## src/qio_pkg.sv

```systemverilog
// Constants, register map and state encoding of the quadrature interpolator output block.
package qio_pkg;

    localparam int ANGLE_W = 12;
    localparam int EDGE_W  = 13;
    localparam int SPACE_W = 9;

    localparam logic [7:0] ADDR_SPACING  = 8'h05;
    localparam logic [7:0] ADDR_RES_LOW  = 8'h06;
    localparam logic [7:0] ADDR_OUT_CFG  = 8'h07;
    localparam logic [7:0] ADDR_ZERO_LOW = 8'h08;
    localparam logic [7:0] ADDR_ZERO_HI  = 8'h09;

    localparam int SPACE_LSB = 4;
    localparam int RES_HI_LSB = 0;
    localparam int INV_LSB   = 2;
    localparam int DIR_BIT   = 5;
    localparam int HYS_LSB   = 6;

    localparam logic [1:0]  RST_SPACING   = 2'h2;
    localparam logic [9:0]  RST_FACTOR    = 10'h3FF;
    localparam logic [1:0]  RST_INVERT    = 2'h0;
    localparam logic        RST_DIR       = 1'b0;
    localparam logic [1:0]  RST_HYST      = 2'h0;
    localparam logic [11:0] RST_ZERO      = 12'h000;

    // Hysteresis in converter steps of 360/4096 degrees: 0, 0.17, 0.35, 0.7 degrees.
    localparam logic [11:0] HYST_STEPS0 = 12'h000;
    localparam logic [11:0] HYST_STEPS1 = 12'h002;
    localparam logic [11:0] HYST_STEPS2 = 12'h004;
    localparam logic [11:0] HYST_STEPS3 = 12'h008;

    localparam int CLK_PERIOD_PS = 4000;
    localparam int SPACE0_PS = 52600;
    localparam int SPACE1_PS = 105300;
    localparam int SPACE2_PS = 421100;
    localparam int SPACE3_PS = 1680000;
    localparam logic [SPACE_W-1:0] SPACE0_CYC = SPACE_W'((SPACE0_PS + CLK_PERIOD_PS - 1) / CLK_PERIOD_PS);
    localparam logic [SPACE_W-1:0] SPACE1_CYC = SPACE_W'((SPACE1_PS + CLK_PERIOD_PS - 1) / CLK_PERIOD_PS);
    localparam logic [SPACE_W-1:0] SPACE2_CYC = SPACE_W'((SPACE2_PS + CLK_PERIOD_PS - 1) / CLK_PERIOD_PS);
    localparam logic [SPACE_W-1:0] SPACE3_CYC = SPACE_W'((SPACE3_PS + CLK_PERIOD_PS - 1) / CLK_PERIOD_PS);

    typedef enum logic [1:0] {
        QIO_RESET = 2'b00,
        QIO_ALIGN = 2'b01,
        QIO_LOAD  = 2'b11,
        QIO_RUN   = 2'b10
    } qio_state_t;

endpackage

```

## src/qio_interpolator.sv

```systemverilog
// Interpolator back end: configuration registers, hysteresis, scaling and edge stepping.
`timescale 1ns/1ps
module qio_interpolator (
    input  wire logic                         clk,
    input  wire logic                         resetn,
    input  wire logic                         clk_en,
    input  wire logic [qio_pkg::ANGLE_W-1:0]  angle_in,
    input  wire logic                         angle_valid,
    input  wire logic                         reg_wr,
    input  wire logic [7:0]                   reg_addr,
    input  wire logic [7:0]                   reg_wdata,
    output logic      [7:0]                   reg_rdata,
    output logic                              quad_a,
    output logic                              quad_b,
    output logic                              quad_z,
    output logic      [qio_pkg::ANGLE_W-1:0]  pos_word,
    output logic                              pos_valid
);
    import qio_pkg::*;

    logic [1:0]          min_edge_spacing;
    logic [9:0]          interp_factor;
    logic [1:0]          phase_invert_sel;
    logic                direction_invert;
    logic [1:0]          reversal_hysteresis;
    logic [ANGLE_W-1:0]  zero_offset;

    logic                mod_rst;
    qio_state_t          state;

    logic [ANGLE_W-1:0]  rel_angle;
    logic [ANGLE_W-1:0]  hyst_angle;
    logic                last_up;
    logic [ANGLE_W-1:0]  delta;
    logic                moving_up;
    logic [ANGLE_W-1:0]  delta_mag;

    logic [EDGE_W-1:0]   edge_total;
    logic [ANGLE_W-1:0]  next_target;
    logic [ANGLE_W-1:0]  edge_count;
    logic [EDGE_W-1:0]   fwd_dist;
    logic [SPACE_W-1:0]  space_cnt;

    // Edges per rotation is four times the factor, the factor being setting plus one.
    function automatic logic [EDGE_W-1:0] edges_of(input logic [9:0] setting);
        logic [EDGE_W-1:0] f;
        f = {3'b000, setting} + 13'h0001;
        return {f[EDGE_W-3:0], 2'b00};
    endfunction

    // Maps a converter angle onto the edge grid; the floor keeps every edge at a fixed angle.
    function automatic logic [ANGLE_W-1:0] scale_angle(input logic [ANGLE_W-1:0] ang,
                                                       input logic [EDGE_W-1:0] edges);
        logic [24:0] prod;
        prod = {13'h0000, ang} * {12'h000, edges};
        return prod[23:12];
    endfunction

    function automatic logic [ANGLE_W-1:0] hyst_steps(input logic [1:0] sel);
        logic [ANGLE_W-1:0] h;
        case (sel)
            2'h0:    h = HYST_STEPS0;
            2'h1:    h = HYST_STEPS1;
            2'h2:    h = HYST_STEPS2;
            default: h = HYST_STEPS3;
        endcase
        return h;
    endfunction

    function automatic logic [SPACE_W-1:0] spacing_load(input logic [1:0] sel);
        logic [SPACE_W-1:0] c;
        case (sel)
            2'h0:    c = SPACE0_CYC;
            2'h1:    c = SPACE1_CYC;
            2'h2:    c = SPACE2_CYC;
            default: c = SPACE3_CYC;
        endcase
        return c - 9'h001;
    endfunction

    // Register writes.
    always_ff @(posedge clk) begin
        if (!resetn) begin
            min_edge_spacing    <= RST_SPACING;
            interp_factor       <= RST_FACTOR;
            phase_invert_sel    <= RST_INVERT;
            direction_invert    <= RST_DIR;
            reversal_hysteresis <= RST_HYST;
            zero_offset         <= RST_ZERO;
        end else if (clk_en && reg_wr) begin
            if (reg_addr == ADDR_SPACING) begin
                min_edge_spacing <= reg_wdata[SPACE_LSB+1:SPACE_LSB];
            end else if (reg_addr == ADDR_RES_LOW) begin
                interp_factor[7:0] <= reg_wdata;
            end else if (reg_addr == ADDR_OUT_CFG) begin
                interp_factor[9:8]  <= reg_wdata[RES_HI_LSB+1:RES_HI_LSB];
                phase_invert_sel    <= reg_wdata[INV_LSB+1:INV_LSB];
                direction_invert    <= reg_wdata[DIR_BIT];
                reversal_hysteresis <= reg_wdata[HYS_LSB+1:HYS_LSB];
            end else if (reg_addr == ADDR_ZERO_LOW) begin
                zero_offset[7:0] <= reg_wdata;
            end else if (reg_addr == ADDR_ZERO_HI) begin
                zero_offset[11:8] <= reg_wdata[3:0];
            end
        end
    end

    // Register reads; unmapped offsets and unused bits read as zero.
    always_ff @(posedge clk) begin
        if (!resetn) begin
            reg_rdata <= 8'h00;
        end else if (clk_en) begin
            if (reg_addr == ADDR_SPACING) begin
                reg_rdata <= {2'b00, min_edge_spacing, 4'h0};
            end else if (reg_addr == ADDR_RES_LOW) begin
                reg_rdata <= interp_factor[7:0];
            end else if (reg_addr == ADDR_OUT_CFG) begin
                reg_rdata <= {reversal_hysteresis, direction_invert, 1'b0, phase_invert_sel, interp_factor[9:8]};
            end else if (reg_addr == ADDR_ZERO_LOW) begin
                reg_rdata <= zero_offset[7:0];
            end else if (reg_addr == ADDR_ZERO_HI) begin
                reg_rdata <= {4'h0, zero_offset[11:8]};
            end else begin
                reg_rdata <= 8'h00;
            end
        end
    end

    // A write to either resolution or output setting restarts the generator.
    always_ff @(posedge clk) begin
        if (!resetn) begin
            mod_rst <= 1'b0;
        end else if (clk_en) begin
            mod_rst <= reg_wr && ((reg_addr == ADDR_RES_LOW) || (reg_addr == ADDR_OUT_CFG));
        end
    end

    // Sequencer: after any reset the absolute position is taken anew before stepping.
    always_ff @(posedge clk) begin
        if (!resetn) begin
            state <= QIO_RESET;
        end else if (clk_en) begin
            if (mod_rst) begin
                state <= QIO_RESET;
            end else begin
                case (state)
                    QIO_RESET: state <= QIO_ALIGN;
                    QIO_ALIGN: begin
                        if (angle_valid) begin
                            state <= QIO_LOAD;
                        end
                    end
                    QIO_LOAD:  state <= QIO_RUN;
                    default:   state <= QIO_RUN;
                endcase
            end
        end
    end

    // Zero shift and direction mirror act before everything, so all outputs share them.
    always_comb begin
        rel_angle = angle_in - zero_offset;
        if (direction_invert) begin
            rel_angle = 12'h000 - rel_angle;
        end
        delta     = rel_angle - hyst_angle;
        moving_up = !delta[ANGLE_W-1];
        delta_mag = moving_up ? delta : (12'h000 - delta);
    end

    // Hysteresis acts on the angle itself, so edges in one direction never move.
    always_ff @(posedge clk) begin
        if (!resetn) begin
            hyst_angle <= 12'h000;
            last_up    <= 1'b1;
        end else if (clk_en && angle_valid) begin
            if (state == QIO_ALIGN && !mod_rst) begin
                hyst_angle <= rel_angle;
                last_up    <= 1'b1;
            end else if (state == QIO_RUN && delta != 12'h000) begin
                if (moving_up == last_up) begin
                    hyst_angle <= rel_angle;
                end else if (delta_mag > hyst_steps(reversal_hysteresis)) begin
                    hyst_angle <= rel_angle;
                    last_up    <= moving_up;
                end
            end
        end
    end

    always_comb begin
        edge_total  = edges_of(interp_factor);
        next_target = scale_angle(hyst_angle, edge_total);
        if ({1'b0, next_target} >= {1'b0, edge_count}) begin
            fwd_dist = {1'b0, next_target} - {1'b0, edge_count};
        end else begin
            fwd_dist = {1'b0, next_target} + edge_total - {1'b0, edge_count};
        end
    end

    always_ff @(posedge clk) begin
        if (!resetn) begin
            pos_word  <= 12'h000;
            pos_valid <= 1'b0;
        end else if (clk_en) begin
            pos_word  <= next_target;
            pos_valid <= (state == QIO_RUN) && !mod_rst;
        end
    end

    // Edge stepping: one Gray step per event along the shorter way, never faster than the spacing.
    always_ff @(posedge clk) begin
        if (!resetn) begin
            edge_count <= 12'h000;
            space_cnt  <= 9'h000;
        end else if (clk_en) begin
            if (mod_rst || state == QIO_RESET) begin
                edge_count <= 12'h000;
                space_cnt  <= 9'h000;
            end else if (state == QIO_LOAD) begin
                edge_count <= next_target;
                space_cnt  <= spacing_load(min_edge_spacing);
            end else if (state == QIO_RUN) begin
                if (space_cnt != 9'h000) begin
                    space_cnt <= space_cnt - 9'h001;
                end else if (fwd_dist != 13'h0000) begin
                    space_cnt <= spacing_load(min_edge_spacing);
                    if (fwd_dist < {1'b0, edge_total[EDGE_W-1:1]}) begin
                        if ({1'b0, edge_count} == edge_total - 13'h0001) begin
                            edge_count <= 12'h000;
                        end else begin
                            edge_count <= edge_count + 12'h001;
                        end
                    end else begin
                        if (edge_count == 12'h000) begin
                            edge_count <= edge_total[ANGLE_W-1:0] - 12'h001;
                        end else begin
                            edge_count <= edge_count - 12'h001;
                        end
                    end
                end
            end
        end
    end

    qio_quad_out u_quad_out (
        .clk        (clk),
        .resetn     (resetn),
        .clk_en     (clk_en),
        .phase      (edge_count[1:0]),
        .at_zero    (edge_count == 12'h000),
        .hold_high  (state != QIO_RUN),
        .invert_sel (phase_invert_sel),
        .quad_a     (quad_a),
        .quad_b     (quad_b),
        .quad_z     (quad_z)
    );

endmodule // qio_interpolator

```

## src/qio_quad_out.sv

```systemverilog
// Quadrature output stage: Gray phase to A/B, index, inversion and startup hold.
`timescale 1ns/1ps
module qio_quad_out (
    input  wire logic       clk,
    input  wire logic       resetn,
    input  wire logic       clk_en,
    input  wire logic [1:0] phase,
    input  wire logic       at_zero,
    input  wire logic       hold_high,
    input  wire logic [1:0] invert_sel,
    output logic            quad_a,
    output logic            quad_b,
    output logic            quad_z
);
    import qio_pkg::*;

    logic raw_a;
    logic raw_b;

    // Phase 0 is the zero point with both high; rising phase lets B move first.
    always_comb begin
        case (phase)
            2'h0: begin
                raw_a = 1'b1;
                raw_b = 1'b1;
            end
            2'h1: begin
                raw_a = 1'b1;
                raw_b = 1'b0;
            end
            2'h2: begin
                raw_a = 1'b0;
                raw_b = 1'b0;
            end
            default: begin
                raw_a = 1'b0;
                raw_b = 1'b1;
            end
        endcase
    end

    always_ff @(posedge clk) begin
        if (!resetn) begin
            quad_a <= 1'b1;
            quad_b <= 1'b1;
            quad_z <= 1'b1;
        end else if (clk_en) begin
            if (hold_high) begin
                quad_a <= 1'b1;
                quad_b <= 1'b1;
                quad_z <= 1'b1;
            end else begin
                quad_a <= raw_a ^ invert_sel[1];
                quad_b <= raw_b ^ invert_sel[0];
                quad_z <= at_zero;
            end
        end
    end

endmodule // qio_quad_out

```

## config.mk

```make
export PLATFORM = sky130hd
export DESIGN_NAME = qio_interpolator
export DESIGN_NICKNAME = d
export VERILOG_FILES = /design/src/qio_pkg.sv /design/src/qio_interpolator.sv /design/src/qio_quad_out.sv
export SDC_FILE = /design/constraint.sdc
export NUM_CORES = 1
export LEC_CHECK = 0
export ABC_CLOCK_PERIOD_IN_PS = 12800
export BUFFER_PORTS_ARGS = -buffer_cell sky130_fd_sc_hd__buf_2
export CAP_MARGIN = 20
export CELL_PAD_IN_SITES_DETAIL_PLACEMENT = 0
export CELL_PAD_IN_SITES_GLOBAL_PLACEMENT = 2
export CORE_ASPECT_RATIO = 1.75
export CORE_MARGIN = 2
export CORE_UTILIZATION = 39
export DETAILED_ROUTE_END_ITERATION = 7
export HOLD_SLACK_MARGIN = 0.15
export MAX_ROUTING_LAYER = met4
export PLACE_DENSITY = 0.82
export SLEW_MARGIN = 20
export SYNTH_ARGS = -nofsm -noshare
export SYNTH_HDL_FRONTEND = slang
export SYNTH_SLANG_ARGS = --single-unit
export TNS_END_PERCENT = 10
```

## constraint.sdc

```tcl
create_clock -name clk -period 12.8 [get_ports clk]
set_clock_uncertainty 0.2 [all_clocks]
set_input_delay 1.92 -clock clk [delete_from_list [all_inputs] [get_ports clk]]
set_output_delay 1.92 -clock clk [all_outputs]
set_load 0.03 [all_outputs]
```

==> flow_summary.ini, run 1 <==
[status]
outcome = finished clean

[floorplanning]
die_h_um = 239
dieArea_mm2 = 0.0332
rows = 86
initial_core_util = 0.394
core_area_mm2 = 0.0313
io_pins = 57
fp.dieW_um = 139

[worst_setup_path]
worstReg2RegEnd = edge_count[4]
r2r_start = interp_factor[1]
crit_path_max_fanout = 17
worstSetupEndpointType = register
reg2reg_depth = 43
slowest_delay_ps = 550
critPathSlowestCell = dfxtp_1
crit_arrival_ps = 11940
path_class = register to register
r2r_slack_ps = 960
startpoint_type = register
critPathRequiredTime_ps = 12900

[hold_path]
worst_hold_path_type = register to register
hold_path_end = space_cnt[8]
hold_path_startpoint = space_cnt[8]
whs_path_depth = 2

[synthesis]
yosysWarningCount = 0
synth_seq_area_share = 0.146
synth_edf_count = 0
yosysTopAreaCell = fa_1
syn-num-nets = 1795
syn_area_per_cell_um2 = 8.03
synth_cell_types = 83
synth_cells = 1537
syn_area_mm2 = 0.0123
ys.flop_type = dfxtp_1
synth-seq-cells = 90
async_flop_share = 0
synth_top_area_frac = 0.164
ys_top_cells_by_area = fa_1 16%, dfxtp_1 15%, ha_1 13%

[layout]
num-fill-cells = 3197
drive_gt1_frac = 0.0847
regArea_mm2 = 0.00180
final_cell_count_no_fill = 1967
area_delta_synth_final_pct = 8.12
multi_input_area_mm2 = 0.00959
fin_area_mm2 = 0.0134
diodes = 0
final_util = 0.426
final_nets = 1824

[sta]
rsz0062_at_grt = false
setup_viol = 0
tns_ps = 0
fin_crit_ps = 11840
hold_viol = 0
whs_ps = 283
period_share = 0.925
drv_slew = 0
worst_pin_slew_ps = 989
fmax_ghz = 0.0845
setup_ws_ps = 961
max_slew_margin = 0.335

[cts]
root_buffer = clkbuf_16
clk_latency_ps = 380
cts_resized = 0
cts_made_buffers = 9
cts_tree = built
cts_max_level = 3
clkTransAtPathRegs_ps = 80
post_cts_buffers = 0
ctsHoldBuffers = 0
clk_path_buf_depth = 2
clkSinkCount = 90

[drt]
num_vias = 10800
drtPass1Iterations = 5
wire_per_inst_um = 19.4
drt_iter0_drc = 560
drtAntennaViolNets = 0
drc_errors = 0
viasPerCell = 5.47
routed_wl_mm = 38.2

[placement]
dp_cells = 1951
dp_worst_setup_slack_ps = 1090
post_dp_cell_area_mm2 = 0.0130
numPortBuffers = 56
place_congestion = 0.959
hpwl_mm = 31.0

[global_routing]
grt_pass1_wl_mm = 61.1
grt_max_degree = 54
grt_use_total = 0.242
antenna_found_initial = 0
grt_pass1_vias = 11200
overflow = 0

[power]
powerDensity_mw_per_mm2 = 115
ir_drop_mv = 0.158
fin_total_pwr_mw = 1.53
leakagePower_nw = 6.07

[run]
cap_violations = 0
-- registers in the layout, summed over array words and instances, names as in the netlist, 8 cells and up --
signal         count
edge_count        12
hyst_angle        12
pos_word          12
zero_offset       12
interp_factor     10
space_cnt          9
reg_rdata          8
-- cells in the final DEF, fill, tap and decap left out, drive strengths merged, types with 31 or more instances in the layout --
cell type | synthesis | layout
nor2 | 185 | 185
a21oi | 50 | 50
nand3 | 41 | 41
mux2i | 51 | 51
xor2 | 31 | 31
inv | 193 | 196
buf | 9 | 74
xnor2 | 84 | 84
nand2 | 162 | 162
fa | 101 | 101
o21ai | 63 | 63
dfxtp | 90 | 90
ha | 124 | 124
-- synthesized netlist by cell type, types with 13 or more instances --
library cell	instances
xor2_1	31
ha_1	124
a21o_1	26
a21oi_1	50
nor3_1	20
o21ai_0	62
nand2_1	162
mux2i_1	51
nand3_1	41
nor2_1	185
clkbuf_1	46
nor2b_1	14
xnor2_1	84
o22ai_1	23
fa_1	101
inv_1	189
dfxtp_1	90
and3_1	13
-- layer usage --
layer	wire length [um]	GRT usage
met1	15000	0.261
met2	20500	0.453
met3	1250	0.0268
met4	1440	0.0934
met5	0	-
-- critical path: cells and delay by family, from the launching register on --
family | cells | cell delay (ps)
AOI/OAI and AO/OA | 17 | 3950
adders and majority gates | 9 | 3880
and+or+nand+nor | 11 | 1940
buffers and inverters | 5 | 910
DFF | 1 | 550
xor gates and xnor gates | 1 | 320
-- cell families (layout without fill, tap and decap cells) --
group	Yosys count	in the layout	synth area share
compound gates	277	277	0.157
simple gates	515	515	0.191
xor+xnor	121	121	0.0926
buf+inv	253	287	0.0784
mux	56	56	0.0459
flops	90	90	0.146
fa+ha+maj	225	225	0.289
-- final cells by class --
cell class / instances / area share
well taps: 396 / 0.0371
clock inverters: 7 / 0.00609
flip-flops and latches: 90 / 0.135
repair buffers: 74 / 0.0311
clock buffers: 9 / 0.0169
inverters: 197 / 0.0554
multi-input cells: 1194 / 0.718
-- report_power, final --
part           switching [mW]  leakage (nW)  internal (mW)  total, mW
clock network           0.144         0.150          0.140      0.284
logic                   0.552          5.19          0.385      0.937
registers              0.0178         0.730          0.291      0.309
total                   0.713          6.07          0.816       1.53
-- how the worst max path moves through the flow --
| stage | depth (start not counted) | to | from | slack (ps) |
|---|---|---|---|---|
| after floorplan | 44 | edge_count[10] | interp_factor[0] | 2260 |
| after global placement | 42 | edge_count[4] | interp_factor[1] | 1170 |
| after detailed placement | 43 | edge_count[4] | interp_factor[1] | 1090 |
| after CTS | 43 | edge_count[4] | interp_factor[1] | 1010 |
| after global routing | 42 | edge_count[4] | interp_factor[1] | 120 |
| final | 43 | edge_count[4] | interp_factor[1] | 960 |
Power figures use the tool's default switching activity.
==> run 2: changes to the inputs <==
- ABC_CLOCK_PERIOD_IN_PS: 12800 -> 11150
- clock period: 12.8 -> 11.15 ns (I/O delays scaled with it)
==> flow_summary.ini, run 2 (synthesis results as in run 1) <==
[power]
powerDensity_mw_per_mm2 = 132
p_switching_mw = 0.825
sw_frac_of_total = 0.465
seqPwrFrac = 0.200
power.internal_mw = 0.949
leakagePower_nw = 6.12
ir_drop_mv = 0.135
p_comb_frac = 0.622
fin_total_pwr_mw = 1.77
clkPwrFrac = 0.178

[floorplanning]
rows = 86
dieArea_mm2 = 0.0332
core_area_mm2 = 0.0313
die_h_um = 239
fp.dieW_um = 139
io_pins = 57
initial_core_util = 0.394

[drt]
top_layer = met4
routed-wl-met2_mm = 20.2
drc_errors = 0
drt-met1-wl_mm = 14.9
met3_length_mm = 1.33
drtAntennaViolNets = 0
drt_iter0_drc = 471
viasPerCell = 5.45
wire_per_inst_um = 19.4
routed_wl_mm = 38.4
drtPass1Iterations = 5
num_vias = 10800

[worst_setup_path]
crit_path_max_fanout = 16
crit_arrival_ps = 10580
worstSetupEndpointType = register
cpMostUsedCell = ha_1
critPathSlowestCell = fa_1
path_class = register to register
critPathRequiredTime_ps = 11190
startpoint_type = register
r2r_slack_ps = 610
slowest_delay_ps = 540

[sta]
tns_ps = 0
hold_viol = 0
max_slew_margin = 0.202
drv_slew = 0
worst_pin_slew_ps = 1180
period_share = 0.945
fmax_ghz = 0.0949
fin_crit_ps = 10540
setup_viol = 0

[cts]
clk_path_buf_depth = 2
clkTransAtPathRegs_ps = 80
cts_tree = built
cts_max_level = 3
clkSinkCount = 90
root_buffer = clkbuf_16
cts_made_buffers = 9
clk_latency_ps = 380

[global_routing]
grt_use_total = 0.241
grt_pass1_wl_mm = 60.2
grt_max_degree = 54
antenna_found_initial = 0
overflow = 0
grt_pass1_vias = 11000

[placement]
place_congestion = 0.972
hpwl_mm = 31.5
post_dp_cell_area_mm2 = 0.0131
dp_cells = 1963
numPortBuffers = 56

[layout]
layout_commonest_cell = inv_1
diodes = 0
drive_gt1_frac = 0.0979
most-common-layout-cells = 189 x inv_1, 185 x nor2_1, 161 x nand2_1
fin_area_mm2 = 0.0135
num-fill-cells = 3223
area_delta_synth_final_pct = 9.11
final_nets = 1837
final_cell_count_no_fill = 1980

[run]
cap_violations = 0

[hold_path]
worst_hold_path_type = register to register

[status]
outcome = finished clean
run 2: timing repair:
item / CTS / global route
hold buffers: 0 / 0
gates resized for setup: 0 / 11
setup endpoints to repair: 0 / 12
buffers inserted: 0 / 1
run 2: area by class of cell:
type                       instances  area [um^2]  share of cell area
clock inverter                     7         70.1             0.00520
multi-input combinational       1194         9620               0.714
inverter                         197          739              0.0549
sequential                        90         1800               0.134
timing repair buffer              87          517              0.0384
clock buffer                       9          225              0.0167
tap                              396          495              0.0368
run 2: power by group through the flow:
| stage | combinational (mW) | sequential, mW | clock, mW |
|---|---|---|---|
| floorplan | 0.817 | 0.357 | 0 |
| global placement | 1.07 | 0.362 | 0 |
| detailed placement | 1.07 | 0.361 | 0 |
| CTS | 1.08 | 0.354 | 0.327 |
| global route | 1.22 | 0.356 | 0.338 |
| finish | 1.10 | 0.354 | 0.317 |
run 2: final timing paths:
check | startpoint | to | cells past startpoint
max | interp_factor[3] | edge_count[5] | 46
min | u_quad_out.quad_z | u_quad_out.quad_z | 2
max reg2reg | interp_factor[3] | edge_count[5] | 46
min reg2reg | u_quad_out.quad_z | u_quad_out.quad_z | 2
run 2: worst max-delay path, delay by kind of cell (launching register included):
family	cells	cell delay, ps
DFF	1	450
xor gates and xnor gates	1	310
and+or+nand+nor	11	1580
adders and majority gates	8	3020
AOI/OAI and AO/OA	18	3920
buffers and inverters	8	900
run 2: metrics by stage:
| stage | utilization | hold WS (ps) | worst slack (ps) |
|---|---|---|---|
| final | 0.430 | 289 | 608 |
| after global routing | 0.430 | 306 | -27.8 |
| after CTS | 0.429 | 289 | 339 |
| after detailed placement | 0.419 | 277 | 382 |
| after global placement | 0.419 | 262 | 500 |
| after floorplan | - | 246 | 610 |
run 2: metal layers:
metal | up-vias | global-route usage
met5 | - | -
met4 | 0 | 0.121
met3 | 84 | 0.0278
met2 | 256 | 0.448
met1 | 5179 | 0.251
li1 | 5271 | -
==> run 3: changes to the inputs <==
- ABC_AREA: unset -> 1
- CORE_UTILIZATION: 39 -> 36
- PLACE_DENSITY: 0.82 -> 0.81
==> flow_summary.ini, run 3 <==
[status]
outcome = finished clean

[drt]
met3_length_mm = 1.12
top_layer = met4
num_vias = 12600
drc_errors = 0
wire_per_inst_um = 18.5
drt_iter0_drc = 573
drtAntennaViolNets = 0
drt-met1-wl_mm = 17.3
routed_wl_mm = 45.3
viasPerCell = 5.11
drtPass1Iterations = 5
routed-wl-met2_mm = 24.6

[floorplanning]
dieArea_mm2 = 0.0380
die_h_um = 256
fp.dieW_um = 148
rows = 92
core_area_mm2 = 0.0359
initial_core_util = 0.365
io_pins = 57

[synthesis]
synth_cell_types = 54
yosysWarningCount = 0
synth_cells = 1947
syn-num-nets = 2205
synth_edf_count = 0
syn_area_mm2 = 0.0131
async_flop_share = 0
synth_seq_area_share = 0.138
ys_top_cells_by_area = fa_1 15%, dfxtp_1 14%, ha_1 12%
synth_common_cells = 390 x nand2_1, 361 x inv_1, 215 x nor2_1
synth-seq-cells = 90
yosysMostFrequentCell = nand2_1
syn_area_per_cell_um2 = 6.72
ys.flop_type = dfxtp_1
synth_top_area_frac = 0.154
yosysTopAreaCell = fa_1

[worst_setup_path]
worstSetupEndpointType = register
critPathSlowestCell = fa_1
slowest_delay_ps = 540
critPathRequiredTime_ps = 11250
crit_path_max_fanout = 15
startpoint_type = register
path_class = register to register
crit_arrival_ps = 10250
critPathTopFamily = adder cells
path_buf_inv = 9
cpMostUsedCell = nand2_1

[placement]
hpwl_mm = 37.5
numPortBuffers = 56
place_congestion = 0.894
dp_cells = 2437

[sta]
drv_slew = 0
rsz0062_at_grt = false
hold_viol = 0
tns_ps = 0
period_share = 0.910
fmax_ghz = 0.0985
fin_crit_ps = 10150
max_slew_margin = 0.404
setup_viol = 0
worst_pin_slew_ps = 891

[power]
p_switching_mw = 0.826
powerDensity_mw_per_mm2 = 117
sw_frac_of_total = 0.498
power.internal_mw = 0.831
ir_drop_mv = 0.0710
seqPwrFrac = 0.224
clkPwrFrac = 0.187
leakagePower_nw = 7.18
p_comb_frac = 0.589

[layout]
area_delta_synth_final_pct = 8.18
regArea_mm2 = 0.00180
final_nets = 2237
final_cell_count_no_fill = 2454
diodes = 0
layout_commonest_cell = nand2_1
multi_input_area_mm2 = 0.00962
num-fill-cells = 3995
most-common-layout-cells = 389 x nand2_1, 361 x inv_1, 215 x nor2_1
drive_gt1_frac = 0.0786

[cts]
cts_max_level = 3
clk_path_buf_depth = 2
cts_made_buffers = 9
cts_tree = built
clk_latency_ps = 370
root_buffer = clkbuf_16
clkTransAtPathRegs_ps = 80
clkSinkCount = 90
ctsHoldBuffers = 0

[global_routing]
antenna_found_initial = 0
grt_max_degree = 55
grt_pass1_wl_mm = 71.5
grt_pass1_vias = 13300
overflow = 0
grt_use_total = 0.249

[run]
cap_violations = 0

[hold_path]
worst_hold_path_type = register to register
==> run 3: cell types whose count changed after synthesis, sizes merged, moves of 14 or more <==
cell	delta
a21o	-21
a21oi	+79
inv	+182
mux2i	-51
nand2	+238
nand3	+73
nand4	+16
nor2	+34
nor2b	-14
o21ai	+38
o22ai	-21
xnor2	-72
xor2	+44
==> run 3: cell type report <==
type | instances | share of cell area
inverter | 382 | 0.102
multi-input combinational | 1421 | 0.680
clock buffer | 9 | 0.0159
tap | 470 | 0.0415
sequential | 90 | 0.127
clock inverter | 7 | 0.00442
timing repair buffer | 75 | 0.0299
==> run 3: power groups by stage <==
stage	registers, mW	logic [mW]	clock network, mW
finish	0.371	0.976	0.310
global route	0.374	1.11	0.331
CTS	0.371	0.971	0.319
detailed placement	0.378	0.966	0
global placement	0.378	0.971	0
floorplan	0.367	0.716	0
==> run 3: metrics by stage <==
| step | total power [mW] | hold WS [ps] | setup slack, ps | cell area, um^2 | util |
|---|---|---|---|---|---|
| global route | 1.81 | 289 | 46.9 | 14200 | 0.394 |
| finish | 1.66 | 268 | 999 | 14200 | 0.394 |
| detailed placement | 1.34 | 257 | 457 | 13800 | 0.386 |
| floorplan | 1.08 | 245 | 2250 | 13100 | - |
| global placement | 1.35 | 254 | 499 | 13800 | 0.386 |
| CTS | 1.66 | 268 | 416 | 14100 | 0.394 |
==> run 3: what timing repair did <==
| action | 4_1_cts | 5_1_grt |
|---|---|---|
| buffers inserted | 0 | 1 |
| resized for setup | 0 | 3 |
| setup endpoints to repair | 0 | 12 |
==> run 3: worst min-delay path, cell delays in order (launching register included) <==
cell     delay (ps)
dfxtp_1         310
nand2_1          60
a21oi_1          50
==> run 3: final timing paths <==
kind                                  startpoint  slack, ps             end  depth (start not counted)
worst max-delay path            interp_factor[0]       1000  edge_count[10]                         50
worst min register to register      reg_rdata[2]        270    reg_rdata[2]                          2
worst max register to register  interp_factor[0]       1000  edge_count[10]                         50
worst min-delay path                reg_rdata[2]        270    reg_rdata[2]                          2
==> run 3: cells by family after synthesis <==
family,after synthesis,share of synthesized area
buf+inv,436,0.129
flops,90,0.138
compound gates,301,0.132
fa+ha+maj,225,0.273
xor+xnor,87,0.0588
simple gates,808,0.270
==> run 3: per-layer routing <==
metal	vias up	GRT usage
li1	6220	-
met1	5961	0.259
met2	278	0.472
met3	92	0.0155
met4	0	0.115
met5	-	-
